--- src/urx_params.svh ---
// Constants of the receive error and break status block.
// Assumes inclusion by bare name from the design files; definitions only.
`ifndef URX_PARAMS_SVH
`define URX_PARAMS_SVH

// ==========================================================
// Register map (byte addresses on the plain register port)
`define URX_ADDR_W 4
`define URX_ADDR_DATA 4'h0
`define URX_ADDR_STATUS 4'h4
`define URX_ADDR_CTRL 4'h8
`define URX_ADDR_COUNT 4'hC

// ==========================================================
// Field positions and widths
`define URX_DATA_W 32
`define URX_CHAR_W 8
`define URX_BIT_BREAK 4
`define URX_BIT_FRAME 3
`define URX_BIT_PARITY 2
`define URX_BIT_ASYNC 0

// ==========================================================
// Reset values and constants
`define URX_CTRL_RST 1'b1
`define URX_SPACE_CHAR 8'h00
`define URX_WORD_ZERO 32'h0000_0000
`define URX_QUEUE_DEPTH 16
`define URX_QUEUE_AW 4

`endif

--- src/urx_pkg.sv ---
// Types shared by the receive queue and the error and break status block.
// Assumes urx_params.svh is on the include path.
`include "urx_params.svh"

package urx_pkg;

    // ==========================================================
    // Character handed over by the receive shifter
    typedef struct packed {
        logic [`URX_CHAR_W-1:0] data;
        logic stop1;      // First stop bit as sampled
        logic stop2;      // Second stop bit, only meaningful in two stop bit mode
        logic parity_err; // Parity check failed
    } urx_char_t;

    // ==========================================================
    // One receive queue entry: character plus its error status
    typedef struct packed {
        logic par_err; // Parity check failed on this character
        logic frm_err; // First stop bit was missing
        logic [`URX_CHAR_W-1:0] data;
    } urx_entry_t;

    // ==========================================================
    // Break handling states
    typedef enum logic {
        URX_RECV,
        URX_SUPPRESS
    } urx_break_state_t;

endpackage

--- src/urx_error_flags.sv ---
// Receive-side break, framing and parity status of a queued serial port.
// Assumes characters come from a receive shifter on ref_clk and the line pin
// is asynchronous; software uses the plain register port.
//
// Functional notes
// - Reset clears break, framing, parity flags
// - Break clears only by read-one, write-zero
// - Framing error then zero framing error sets break in async mode
// - Zero characters not queued during break
// - Queueing resumes once line returns mark
// - Framing status stored with each character in async mode
// - Framing flag high when head has error
// - Framing flag low when head error-free
// - Parity status stored with each character in async mode
// - Parity flag high when head has error
// - Parity flag low when head error-free
// - Only first stop bit decides framing
`timescale 1ns/1ps
`include "urx_params.svh"

module urx_error_flags #(
    parameter int DEPTH = `URX_QUEUE_DEPTH,
    parameter int AW = `URX_QUEUE_AW
) (
    input wire logic ref_clk,                     // 200 MHz system clock
    input wire logic rst,                         // Asynchronous reset, active high
    input wire logic rx_line,                     // Receive pin, asynchronous
    input wire logic rx_char_valid,               // One-cycle strobe from shifter
    input wire urx_pkg::urx_char_t rx_char,       // Received character and checks
    input wire logic [`URX_ADDR_W-1:0] reg_addr,  // Register byte address
    input wire logic [`URX_DATA_W-1:0] reg_wdata, // Write data
    input wire logic reg_wr,                      // Write strobe
    input wire logic reg_rd,                      // Read strobe
    output logic [`URX_DATA_W-1:0] reg_rdata,     // Read data, cycle after strobe
    output logic line_break_seen_flag,            // Sticky break indication
    output logic frame_fault_flag,                // Head character framing error
    output logic parity_fault_flag,               // Head character parity error
    output logic rx_async_mode                    // Asynchronous mode enable
);

    // ==========================================================
    // Line synchroniser; only the second stage is looked at
    logic line_meta_reg;
    logic line_sync_reg;

    always_ff @(posedge ref_clk or posedge rst) begin
        if (rst) begin
            line_meta_reg <= 1'b1;
            line_sync_reg <= 1'b1;
        end else begin
            line_meta_reg <= rx_line;
            line_sync_reg <= line_meta_reg;
        end
    end

    // ==========================================================
    // State and register declarations
    urx_pkg::urx_break_state_t state_reg;
    urx_pkg::urx_break_state_t state_next;
    logic prev_frm_err_reg;
    logic break_reg;
    logic break_next;
    logic break_armed_reg;
    logic break_armed_next;
    logic frm_flag_reg;
    logic par_flag_reg;
    logic async_reg;
    logic [`URX_DATA_W-1:0] rdata_reg;
    logic [`URX_DATA_W-1:0] rdata_next;

    // Queue interface
    urx_pkg::urx_entry_t push_entry;
    urx_pkg::urx_entry_t q_head;
    logic q_empty;
    logic [AW:0] q_count;

    // ==========================================================
    // Register port decode
    wire sel_data = (reg_addr == `URX_ADDR_DATA);
    wire sel_status = (reg_addr == `URX_ADDR_STATUS);
    wire sel_ctrl = (reg_addr == `URX_ADDR_CTRL);
    wire sel_count = (reg_addr == `URX_ADDR_COUNT);
    wire wr_status = reg_wr && sel_status;
    wire wr_ctrl = reg_wr && sel_ctrl;
    wire rd_status = reg_rd && sel_status;
    // Reading the queue port pops; an empty queue is not popped
    wire pop_w = reg_rd && sel_data && !q_empty;

    // ==========================================================
    // Character classification
    // A second stop bit is never looked at, so a glitch there is harmless
    wire frame_err_w = !rx_char.stop1;
    wire space_char_w = (rx_char.data == `URX_SPACE_CHAR);
    // Second framing error in a row on an all-space character marks a break
    wire break_cond_w = rx_char_valid && async_reg && frame_err_w && prev_frm_err_reg
        && space_char_w;
    // Nothing is queued while the break lasts, nor the detecting character
    wire push_w = rx_char_valid && (state_reg == urx_pkg::URX_RECV)
        && !break_cond_w;

    // Error status is only kept in asynchronous mode
    assign push_entry.data = rx_char.data;
    assign push_entry.frm_err = async_reg && frame_err_w;
    assign push_entry.par_err = async_reg && rx_char.parity_err;

    // ==========================================================
    // Receive queue
    urx_rx_queue #(
        .DEPTH(DEPTH),
        .AW(AW)
    ) u_queue (
        .ref_clk(ref_clk),
        .rst(rst),
        .push(push_w),
        .push_entry(push_entry),
        .pop(pop_w),
        .head(q_head),
        .empty(q_empty),
        .full(),
        .count(q_count)
    );

    // ==========================================================
    // Break state: suppress until the line is back at mark
    always_comb begin
        state_next = state_reg;
        case (state_reg)
            urx_pkg::URX_RECV: begin
                if (break_cond_w) begin
                    state_next = urx_pkg::URX_SUPPRESS;
                end
            end
            urx_pkg::URX_SUPPRESS: begin
                // A further all-space character with a framing error after a framing error means the break still lasts
                if (line_sync_reg && !break_cond_w) begin
                    state_next = urx_pkg::URX_RECV;
                end
            end
            default: begin
                state_next = urx_pkg::URX_RECV;
            end
        endcase
    end

    // ==========================================================
    // Break flag: armed by a read of one, cleared by a later write of zero
    wire clear_break_w = wr_status && !reg_wdata[`URX_BIT_BREAK] && break_armed_reg;

    // Set wins over a clear in the same cycle, so no break is lost
    always_comb begin
        break_next = break_reg;
        if (break_cond_w) begin
            break_next = 1'b1;
        end else if (clear_break_w) begin
            break_next = 1'b0;
        end
    end

    // Any status write consumes the arming; a fresh read is needed each time
    always_comb begin
        break_armed_next = break_armed_reg;
        if (wr_status) begin
            break_armed_next = 1'b0;
        end else if (rd_status && break_reg) begin
            break_armed_next = 1'b1;
        end
    end

    // ==========================================================
    // Read data mux
    always_comb begin
        rdata_next = `URX_WORD_ZERO;
        if (sel_data) begin
            rdata_next[`URX_CHAR_W-1:0] = q_empty ? `URX_SPACE_CHAR : q_head.data;
        end else if (sel_status) begin
            rdata_next[`URX_BIT_BREAK] = break_reg;
            rdata_next[`URX_BIT_FRAME] = frm_flag_reg;
            rdata_next[`URX_BIT_PARITY] = par_flag_reg;
        end else if (sel_ctrl) begin
            rdata_next[`URX_BIT_ASYNC] = async_reg;
        end else if (sel_count) begin
            rdata_next[AW:0] = q_count;
        end
    end

    // ==========================================================
    // State, break and control registers
    always_ff @(posedge ref_clk or posedge rst) begin
        if (rst) begin
            state_reg <= urx_pkg::URX_RECV;
            prev_frm_err_reg <= 1'b0;
            break_reg <= 1'b0;
            break_armed_reg <= 1'b0;
            async_reg <= `URX_CTRL_RST;
        end else begin
            state_reg <= state_next;
            break_reg <= break_next;
            break_armed_reg <= break_armed_next;
            if (rx_char_valid) begin
                prev_frm_err_reg <= frame_err_w;
            end
            if (wr_ctrl) begin
                async_reg <= reg_wdata[`URX_BIT_ASYNC];
            end
        end
    end

    // Head error flags follow the queue; status writes never touch them
    always_ff @(posedge ref_clk or posedge rst) begin
        if (rst) begin
            frm_flag_reg <= 1'b0;
            par_flag_reg <= 1'b0;
        end else begin
            frm_flag_reg <= !q_empty && q_head.frm_err;
            par_flag_reg <= !q_empty && q_head.par_err;
        end
    end

    // Read data is held only in the cycle after the strobe
    always_ff @(posedge ref_clk or posedge rst) begin
        if (rst) begin
            rdata_reg <= `URX_WORD_ZERO;
        end else begin
            rdata_reg <= reg_rd ? rdata_next : `URX_WORD_ZERO;
        end
    end

    // Outputs straight from flip-flops
    assign reg_rdata = rdata_reg;
    assign line_break_seen_flag = break_reg;
    assign frame_fault_flag = frm_flag_reg;
    assign parity_fault_flag = par_flag_reg;
    assign rx_async_mode = async_reg;
endmodule

--- src/urx_rx_queue.sv ---
// Receive queue: stores characters together with their error status.
// Assumes one clock, push and pop from logic on the same clock.
`timescale 1ns/1ps
`include "urx_params.svh"

module urx_rx_queue #(
    parameter int DEPTH = `URX_QUEUE_DEPTH,
    parameter int AW = `URX_QUEUE_AW
) (
    input wire logic ref_clk,                  // System clock
    input wire logic rst,                      // Asynchronous reset, active high
    input wire logic push,                     // Write one entry
    input wire urx_pkg::urx_entry_t push_entry, // Entry to write
    input wire logic pop,                      // Remove the head entry
    output urx_pkg::urx_entry_t head,          // Entry that will be read next
    output logic empty,                        // No entry stored
    output logic full,                         // No room left
    output logic [AW:0] count                  // Number of stored entries
);

    // ==========================================================
    // Storage; error bits travel with each character
    urx_pkg::urx_entry_t mem [DEPTH];
    logic [AW-1:0] wr_ptr_reg;
    logic [AW-1:0] rd_ptr_reg;
    logic [AW:0] count_reg;
    wire do_push = push && !full;
    wire do_pop = pop && !empty;

    // Status decoded from the fill count
    assign count = count_reg;
    assign empty = (count_reg == '0);
    assign full = (count_reg == (AW+1)'(DEPTH));
    assign head = mem[rd_ptr_reg];

    // Entry write; a push while full is dropped rather than overwriting
    always_ff @(posedge ref_clk) begin
        if (do_push) begin
            mem[wr_ptr_reg] <= push_entry;
        end
    end

    // Pointers wrap at the depth, which need not be a power of two
    always_ff @(posedge ref_clk or posedge rst) begin
        if (rst) begin
            wr_ptr_reg <= '0;
            rd_ptr_reg <= '0;
            count_reg <= '0;
        end else begin
            if (do_push) begin
                wr_ptr_reg <= (wr_ptr_reg == AW'(DEPTH - 1)) ? '0 : wr_ptr_reg + 1'b1;
            end
            if (do_pop) begin
                rd_ptr_reg <= (rd_ptr_reg == AW'(DEPTH - 1)) ? '0 : rd_ptr_reg + 1'b1;
            end
            count_reg <= count_reg + (AW+1)'(do_push) - (AW+1)'(do_pop);
        end
    end

endmodule

--- config.mk ---
export PLATFORM = sky130hd
export DESIGN_NAME = urx_error_flags
export DESIGN_NICKNAME = d
export VERILOG_FILES = /design/src/urx_pkg.sv /design/src/urx_error_flags.sv /design/src/urx_rx_queue.sv
export VERILOG_INCLUDE_DIRS = /design/src
export SDC_FILE = /design/constraint.sdc
export NUM_CORES = 1
export LEC_CHECK = 0
export BUFFER_PORTS_ARGS = -buffer_cell sky130_fd_sc_hd__buf_4
export CORE_MARGIN = 2
export CORE_UTILIZATION = 45
export DETAILED_ROUTE_END_ITERATION = 8
export PLACE_DENSITY = 0.74
export SLEW_MARGIN = 30
export SYNTH_ARGS = -nofsm -noshare
export SYNTH_HDL_FRONTEND = slang
export SYNTH_HIERARCHICAL = 1
export SYNTH_SLANG_ARGS = --single-unit
--- constraint.sdc ---
create_clock -name ref_clk -period 7.4 [get_ports ref_clk]
set_clock_uncertainty 0.2 [all_clocks]
set_input_delay 1.48 -clock ref_clk [delete_from_list [all_inputs] [get_ports ref_clk]]
set_output_delay 1.48 -clock ref_clk [all_outputs]
set_load 0.05 [all_outputs]
**Yosys cells after proc, flatten, opt, wreduce, memory -nomap -nowiden**

Memories as Yosys holds them, arrays and structs flattened.
Cells that the tools add are included.

- Memory bits (writable): 160
- Output and inout bits: 36
- Bits of input ports: 53
- Bits in registers: 30
- Logic and storage cells: 76
- Memories: 1

- Muxes and demuxes: 20
- Eq/ne operators: 6
- Add/sub/neg operators: 4
- Bitwise logic cells: 1
- Reduce and logical (&&, ||, !) cells: 31

Memories:

| memory | depth | bits a word | read ports | clocked after Yosys merged registers in | write ports | RTL line | RTL |
|---|---|---|---|---|---|---|---|
| u_queue.mem | 16 | 10 | 1 | 0 | 1 | urx_rx_queue.sv:23 | `urx_pkg::urx_entry_t mem [DEPTH];` |

Operators by type and width:

| kind | count |
|---|---|
| 1-bit logical AND | 21 |
| 4-bit == test, second input constant | 4 |
| 8-bit 2-to-1 mux | 2 |
| 4-bit 2-to-1 mux | 3 |
| 5-bit 2-to-1 mux | 2 |
| 1-bit 2-to-1 mux | 9 |
| 4-bit by 1-bit adder with 4-bit output, second input constant | 2 |
| 8-bit logical NOT | 1 |
| 3-bit 2-to-1 mux | 2 |
| 5-bit by 1-bit adder with 5-bit output | 1 |
| 5-bit == test, second input constant | 1 |
| 1-bit logical NOT | 5 |
| 5-bit logical NOT | 1 |
| 5-bit by 1-bit subtractor with 5-bit output | 1 |
| 4-bit by 3-bit == test with 1-bit output, second input constant | 1 |
| 4-bit logical NOT | 1 |
| 2-bit nonzero test | 2 |
| 2-bit 2-to-1 mux | 1 |
| 1-bit case mux with 2 select lines | 1 |
| 1-bit inverter | 1 |

**Longest topological paths before layout**

Gate-level depths: netlist of run 1.

- Depth in word-level cells: 9
- Gate-level depth with buffers: 16
- Depth with buffers taken out: 15

**Cells and area by module**

The synthesis of run 1 kept the hierarchy.

Modules (own cells, without submodules):

| module | area an instance (um2) | cells an instance | instances | seq. area each (um2) |
|---|---|---|---|---|
| urx_rx_queue | 6896.6 | 335 | 1 | 5129.9 |
| urx_error_flags | 923.4 | 83 | 1 | 429.2 |

**Worst setup path before layout of run 1**

No wires, ideal clock.

- Path kind: input-to-reg
- Start point: input rx_char[2] (netlist bit)
- End point: register u_queue.count_reg[4] (netlist: u_queue/count[4])
- Buffers on the path: 1
- Path slack: 3352 ps
- Library setup time: 124 ps
- Cell stages on the path: 12
- Data required time: 7076 ps
- Arrival: 3724 ps
- Path through: nor2b_1 nand4_1 and3_1 nand2b_1 buf_2 ha_1 inv_1 ha_1 fa_1 a21oi_1 o21bai_1 xnor2_1

- Longest elaborated chain between the ends: 9

Ends and longest elaborated chain:

| item | RTL line | RTL |
|---|---|---|
| from (decl) | urx_error_flags.sv:29 | `input wire urx_pkg::urx_char_t rx_char,` |
| 1-bit logical NOT | urx_error_flags.sv:92 | `wire frame_err_w = !rx_char.stop1;` |
| 1-bit logical AND (2 in a row) | urx_error_flags.sv:95 | `wire break_cond_w = rx_char_valid && async_reg && frame_err_w && prev_frm_err_reg` |
| 1-bit logical AND | urx_error_flags.sv:96 | `&& space_char_w;` |
| 1-bit logical NOT | urx_error_flags.sv:99 | `&& !break_cond_w;` |
| 1-bit logical AND | urx_error_flags.sv:99 |  |
| via push_w | urx_error_flags.sv:98 | `wire push_w = rx_char_valid && (state_reg == urx_pkg::URX_RECV)` |
| 1-bit logical AND | urx_rx_queue.sv:27 | `wire do_push = push && !full;` |
| 5-bit by 1-bit adder with 5-bit output | urx_rx_queue.sv:56 | `count_reg <= count_reg + (AW+1)'(do_push) - (AW+1)'(do_pop);` |
| 5-bit by 1-bit subtractor with 5-bit output | urx_rx_queue.sv:56 |  |
| to (signal assigned) | urx_rx_queue.sv:56 |  |
| to (decl) | urx_rx_queue.sv:26 | `logic [AW:0] count_reg;` |

The timed path passes the listed nets, and every way through them passes these cells.
A chain may end at the register's enable or synchronous reset.

**Worst setup path after layout of run 1**

- Start point: input rx_char[5] (netlist bit)
- End point: register u_queue.count_reg[4] (netlist: u_queue/count[4])

- Longest elaborated chain between the ends: 7

Ends and longest elaborated chain:

| item | RTL line |
|---|---|
| 8-bit logical NOT (no line) | -- |
| 1-bit logical AND | urx_error_flags.sv:96 |
| 1-bit logical NOT | urx_error_flags.sv:99 |
| 1-bit logical AND | urx_error_flags.sv:99 |
| via push_w | urx_error_flags.sv:98 |
| 1-bit logical AND | urx_rx_queue.sv:27 |
| 5-bit by 1-bit adder with 5-bit output | urx_rx_queue.sv:56 |
| 5-bit by 1-bit subtractor with 5-bit output | urx_rx_queue.sv:56 |

The timed path passes the listed nets, and every way through them passes these cells.

==> impl_metrics.tcl, run 1 <==
set metrics [dict create \
    synth_top_area_share_pct 61.44 \
    place.gp.congestion 0.7504 \
    setup_slack_ns 3.064 \
    start_util_pct 45.69 \
    crit_required_ns 7.52 \
    dieArea_sq_um 18450 \
    crit_path_end_kind "register" \
    pwr_density_cell_nw_per_um2 358.8 \
    insertion_delay_ns 0.43 \
    ys_types 47 \
    drc 0 \
    critPathSlowestCell "nor4_1" \
    rsz0062_at_grt "no" \
    grt_first_pass_wirelength_microns 22830 \
    dp_cells 662 \
    ys_async_sr_fraction_pct 15.79 \
    postPlaceCellArea_sq_um 8208 \
    diodes 0 \
    grt_max_degree 46 \
    ys_top_cells_by_area "edfxtp_1 61%, mux4_2 12%, dfrtp_1 8.6%, buf_4 2.4%, a22oi_1 1.9%" \
    clock.fmax_ghz 0.2306 \
    drive_gt1_share_pct 27.72 \
    gr-total-overflow 0 \
    p_leak_nw 3.131 \
    hold_violations 0 \
    ioPinCount 89 \
    seq_area_sq_um 5560 \
    dr.pass1.iters 5 \
    synth-edff-count 160 \
    dpl_worst_slack_ns 2.367 \
    placeableCoreArea_sq_um 17120 \
    n_fill_cell 1344 \
    groute.usage.overall_pct 17.57 \
    cts_resized 0 \
    synthCells 418 \
    row_count 48 \
    relSlewSlack_pct 33.73 \
    synth_area_per_cell_sq_um 18.71 \
    cts-buffers-inserted 17 \
    fin_nets 521 \
    chipWidth_microns 135.8 \
    crit_top_cell "ha_1" \
    final_core_util_pct 51.86 \
    yosys_warnings 6 \
    seq_area_frac_synth_pct 71.09 \
    instances_no_fill 694 \
    drt_iter0_markers 323 \
    syn-cell-area_sq_um 7820 \
    worstSetupStartpointType "input pin" \
    syn_to_final_growth_pct 13.50 \
    wl_per_cell_microns 22.18 \
    tightest_slew_ns 0.9921 \
    mostFrequentLayoutCell "edfxtp_1" \
    via_per_inst 5.576 \
    cts_root_buffer "clkbuf_16" \
    cap_viol_max_count 0 \
    path_class "input pin to register" \
    largest_reg_flops 160 \
    crit_chain "buf_4 > nor4_1 > nand4_1 > and3_1 > nand2b_1 > ha_1 > inv_1 > ha_1 > fa_1 > a21oi_1 > o21bai_1 > xnor2_1" \
    antenna_found_initial 0 \
    vias 3870 \
    htreeDepth 4 \
    io_buffers 33 \
    final_area_sq_um 8876 \
    final_cell_mix "160 x edfxtp_1, 40 x mux4_2, 39 x buf_4, 26 x dfrtp_1, 24 x conb_1" \
    cts_max_path_buffers 2 \
    ant_nets 0 \
    finalWirelength_microns 15400 \
    place_hpwl_microns 9138 \
    synth_ff_type "edfxtp_1" \
    finalSetupViolations 0 \
    cts.sinks 190 \
    status "finished clean" \
    final-max-slew-violation-count 0 \
    min_period_over_period_pct 58.59 \
    holdBufCountCts 0 \
    synth.ff_latch_count 190 \
    holdCritPathClass "register to register" \
    path_max_fanout 17 \
    multi_input_area_sq_um 2027 \
    cts_setup_buffers 0 \
    fin_crit_ns 4.336 \
    grt_pass1_vias 3860 \
    critPathArrivalTime_ns 4.45 \
    die_y_microns 135.8 \
    cts_tree "built" \
    synth_top_area_cell "edfxtp_1" \
    peakVddDrop_uv 194.1 \
    slowest_delay_ns 0.54 \
    fin_tns_setup_ns 0 \
    cts.clk_slew.worst_paths_ns 0.07 \
]
-- Yosys cell counts (2+ instances only) --
| cell | n |
|---|---|
| dfstp_2 | 3 |
| edfxtp_1 | 160 |
| xor2_1 | 3 |
| a22oi_1 | 20 |
| nor2b_1 | 8 |
| nor2_1 | 2 |
| clkbuf_1 | 6 |
| mux2i_1 | 4 |
| nand3_1 | 2 |
| xnor2_1 | 3 |
| and3_1 | 7 |
| a31oi_1 | 3 |
| mux4_2 | 40 |
| a21oi_1 | 4 |
| nor4b_1 | 5 |
| and2_1 | 13 |
| buf_4 | 25 |
| nand4b_1 | 3 |
| nand4_1 | 2 |
| buf_1 | 2 |
| inv_1 | 13 |
| ha_1 | 11 |
| o2bb2ai_1 | 4 |
| buf_2 | 5 |
| dfrtp_1 | 27 |
| buf_6 | 5 |
| mux2_2 | 6 |
| nor4bb_1 | 2 |
| nand2_1 | 12 |
-- per-layer routing --
layer | GRT usage [%] | vias to the layer above | part of all wire (%)
met5 | 0 | - | 0
met4 | 5.556 | 0 | 1.4
met3 | 4.362 | 15 | 6.0
met2 | 29.46 | 140 | 52
met1 | 22.75 | 2030 | 41
li1 | - | 1685 | -
-- power by group --
part	total (mW)	internal (mW)	switching, mW
clock	1.00	0.602	0.400
sequential	1.38	1.30	0.0759
combinational	0.808	0.348	0.460
-- cell type report --
class	instances	area share (%)
clock buffers	20	5.258
clock inverters	12	2.241
inverters	13	0.5498
multi-input cells	195	22.84
flip-flops and latches	190	62.64
well taps	225	3.172
repair buffers	39	3.299
-- through the flow --
step	power (mW)	hold slack, ns
floorplan	2.000	0.1452
global placement	2.168	0.1497
detailed placement	2.201	0.1488
CTS	3.206	0.1584
global route	3.313	0.1680
finish	3.184	0.1578
-- worst paths after layout --
path	depth (start not counted)	startpoint	slack, ns	to
max	12	rx_char[5]	3.06	u_queue/count[4]
min	0	line_meta_reg	0.16	line_sync_reg
max reg2reg	11	rx_async_mode	3.60	u_queue/count[4]
min reg2reg	0	line_meta_reg	0.16	line_sync_reg
max in group asynchronous	2	rst	5.50	state_reg
min in group asynchronous	2	rst	0.89	u_queue/count[4]
-- cell families (layout without fill, tap and decap cells) --
| family | Yosys count | after routing | synth area share, % |
|---|---|---|---|
| AOI/OAI and AO/OA | 40 | 40 | 3.824 |
| xor gates and xnor gates | 6 | 6 | 0.6721 |
| adders and majority gates | 12 | 12 | 2.016 |
| buffers and inverters | 56 | 84 | 4.448 |
| DFF | 190 | 190 | 71.09 |
| muxes | 50 | 50 | 12.90 |
| other | 1 | 24 | 0.04795 |
| and+or+nand+nor | 63 | 63 | 5.008 |
-- critical path, delay by kind of cell --
family / cells / cell delay [ns]
compound gates: 2 / 0.27
xor+xnor: 1 / 0.12
buf+inv: 2 / 0.21
fa+ha+maj: 3 / 0.85
simple gates: 4 / 1.53
No activity file was read; power rests on OpenSTA's default activity.
==> inputs of run 2 (changes only) <==
- ABC_AREA: default -> 1
- PLACE_DENSITY: 0.74 -> 0.76
- clock period: 7.4 -> 3.87 ns (I/O delays scaled with it)
==> impl_metrics.tcl, run 2 <==
set metrics [dict create \
    start_util_pct 45.70 \
    grtUsageMet2_pct 31.70 \
    cap_viol_max_count 0 \
    dieArea_sq_um 20770 \
    tightest_slew_ns 0.7654 \
    fin_crit_ns 3.161 \
    dr.pass1.iters 6 \
    crit_path_end_kind "register" \
    min_period_over_period_pct 81.68 \
    worstSetupStartpointType "register" \
    grt_use_met3_pct 3.013 \
    clock.fmax_ghz 0.3164 \
    grt_busiest_layer "met2" \
    syn-cell-area_sq_um 8836 \
    grt_max_degree 78 \
    cts.clk_slew.worst_paths_ns 0.07 \
    n_fill_cell 1635 \
    peakVddDrop_uv 427.3 \
    drive_gt1_share_pct 12.74 \
    cts_tree "built" \
    final_core_util_pct 51.27 \
    row_count 51 \
    status "finished clean" \
    cts_max_path_buffers 2 \
    cts_resized 0 \
    synth_area_per_cell_sq_um 9.851 \
    rsz0062_at_grt "no" \
    fin_tns_setup_ns 0 \
    path_max_fanout 5 \
    ant_nets 0 \
    die_y_microns 144.1 \
    vias 5904 \
    finalWirelength_microns 18520 \
    setup_slack_ns 0.7091 \
    chipWidth_microns 144.1 \
    cts_root_buffer "clkbuf_16" \
    finalSetupViolations 0 \
    pwr_density_cell_nw_per_um2 646.4 \
    hold_violations 0 \
    syn_to_final_growth_pct 12.18 \
    final_cell_mix "206 x nand2_1, 184 x inv_1, 160 x edfxtp_1, 154 x nand3_1, 55 x buf_4" \
    antenna_found_initial 0 \
    final-max-slew-violation-count 0 \
    largest_reg_flops 160 \
    place.gp.congestion 0.8489 \
    fin_nets 1002 \
    dp_cells 1183 \
    path_class "register to register" \
    drt_iter0_markers 509 \
    crit_required_ns 4.02 \
    yosys_warnings 6 \
    htreeDepth 4 \
    io_buffers 33 \
    instances_no_fill 1215 \
    mostFrequentLayoutCell "nand2_1" \
    cts.sinks 190 \
    cts_setup_buffers 0 \
    diodes 0 \
    dpl_worst_slack_ns 0.6075 \
    relSlewSlack_pct 48.97 \
    ioPinCount 89 \
    met1_usage_pct 23.02 \
    placeableCoreArea_sq_um 19330 \
    via_per_inst 4.859 \
    holdBufCountCts 0 \
    critPathArrivalTime_ns 3.31 \
    p_leak_nw 4.501 \
    gr-total-overflow 0 \
    holdCritPathClass "register to register" \
    synthCells 897 \
    insertion_delay_ns 0.43 \
    place_hpwl_microns 11220 \
    wl_per_cell_microns 15.24 \
    cts-buffers-inserted 17 \
    grt_first_pass_wirelength_microns 28530 \
    groute.usage.overall_pct 18.64 \
    grt_pass1_vias 5532 \
    drc 0 \
]
-- run 2: worst max-delay path, cell delays in order, from the launching register on --
cell,delay [ns]
dfrtp_1,0.41
inv_1,0.09
ha_1,0.16
nand4_1,0.12
inv_1,0.12
nor2_1,0.08
nand3_2,0.10
clkinv_2,0.10
nand2_1,0.15
inv_1,0.11
ha_1,0.29
inv_1,0.04
ha_1,0.20
fa_1,0.44
a21oi_1,0.18
nor2_1,0.06
nor2_1,0.10
xor2_1,0.14
-- run 2: through the flow --
stage          cell area (sq um)  hold WS, ns  total power, mW
2_1_floorplan               8922       0.1452            4.082
3_3_place_gp                9271       0.1466            4.505
3_5_place_dp                9274       0.1513            4.566
4_1_cts                     9910       0.1610            6.418
5_1_grt                     9912       0.1628            6.744
6_report                    9912       0.1592            6.407
-- run 2: layout make-up --
class                           count  area (sq um)  share of cell area [%]
Tap cell                          265         331.6                   3.345
Clock inverter                     15         210.2                   2.121
Sequential cell                   190          5560                   56.10
Timing Repair Buffer               55         412.9                   4.166
Inverter                          188         709.4                   7.157
Multi-Input combinational cell    485          2262                   22.82
Clock buffer                       17         425.4                   4.292
-- run 2: report_power, final --
part	leakage [nW]	switching (mW)	internal, mW
Clock	0.286	0.762	1.09
Sequential	1.83	0.142	2.47
Combinational	2.39	1.35	0.592
Total	4.50	2.26	4.15
-- run 2: final timing paths --
check                                 start               endpoint  slack, ns  depth (start not counted)
hold / removal                line_meta_reg          line_sync_reg       0.16                          0
hold reg to reg               line_meta_reg          line_sync_reg       0.16                          0
min in group asynchronous               rst  u_queue/wr_ptr_reg[2]       0.18                          2
setup reg to reg           u_queue/count[3]       u_queue/count[4]       0.71                         17
setup / recovery           u_queue/count[3]       u_queue/count[4]       0.71                         17
max in group asynchronous               rst   line_break_seen_flag       2.82                          2
-- run 2: per-layer routing --
layer  vias up  part of all wire, %
met2       221                   51
met3        33                  7.6
li1       2875                    -
met4         0                  3.3
met5         -                    0
met1      2775                   39
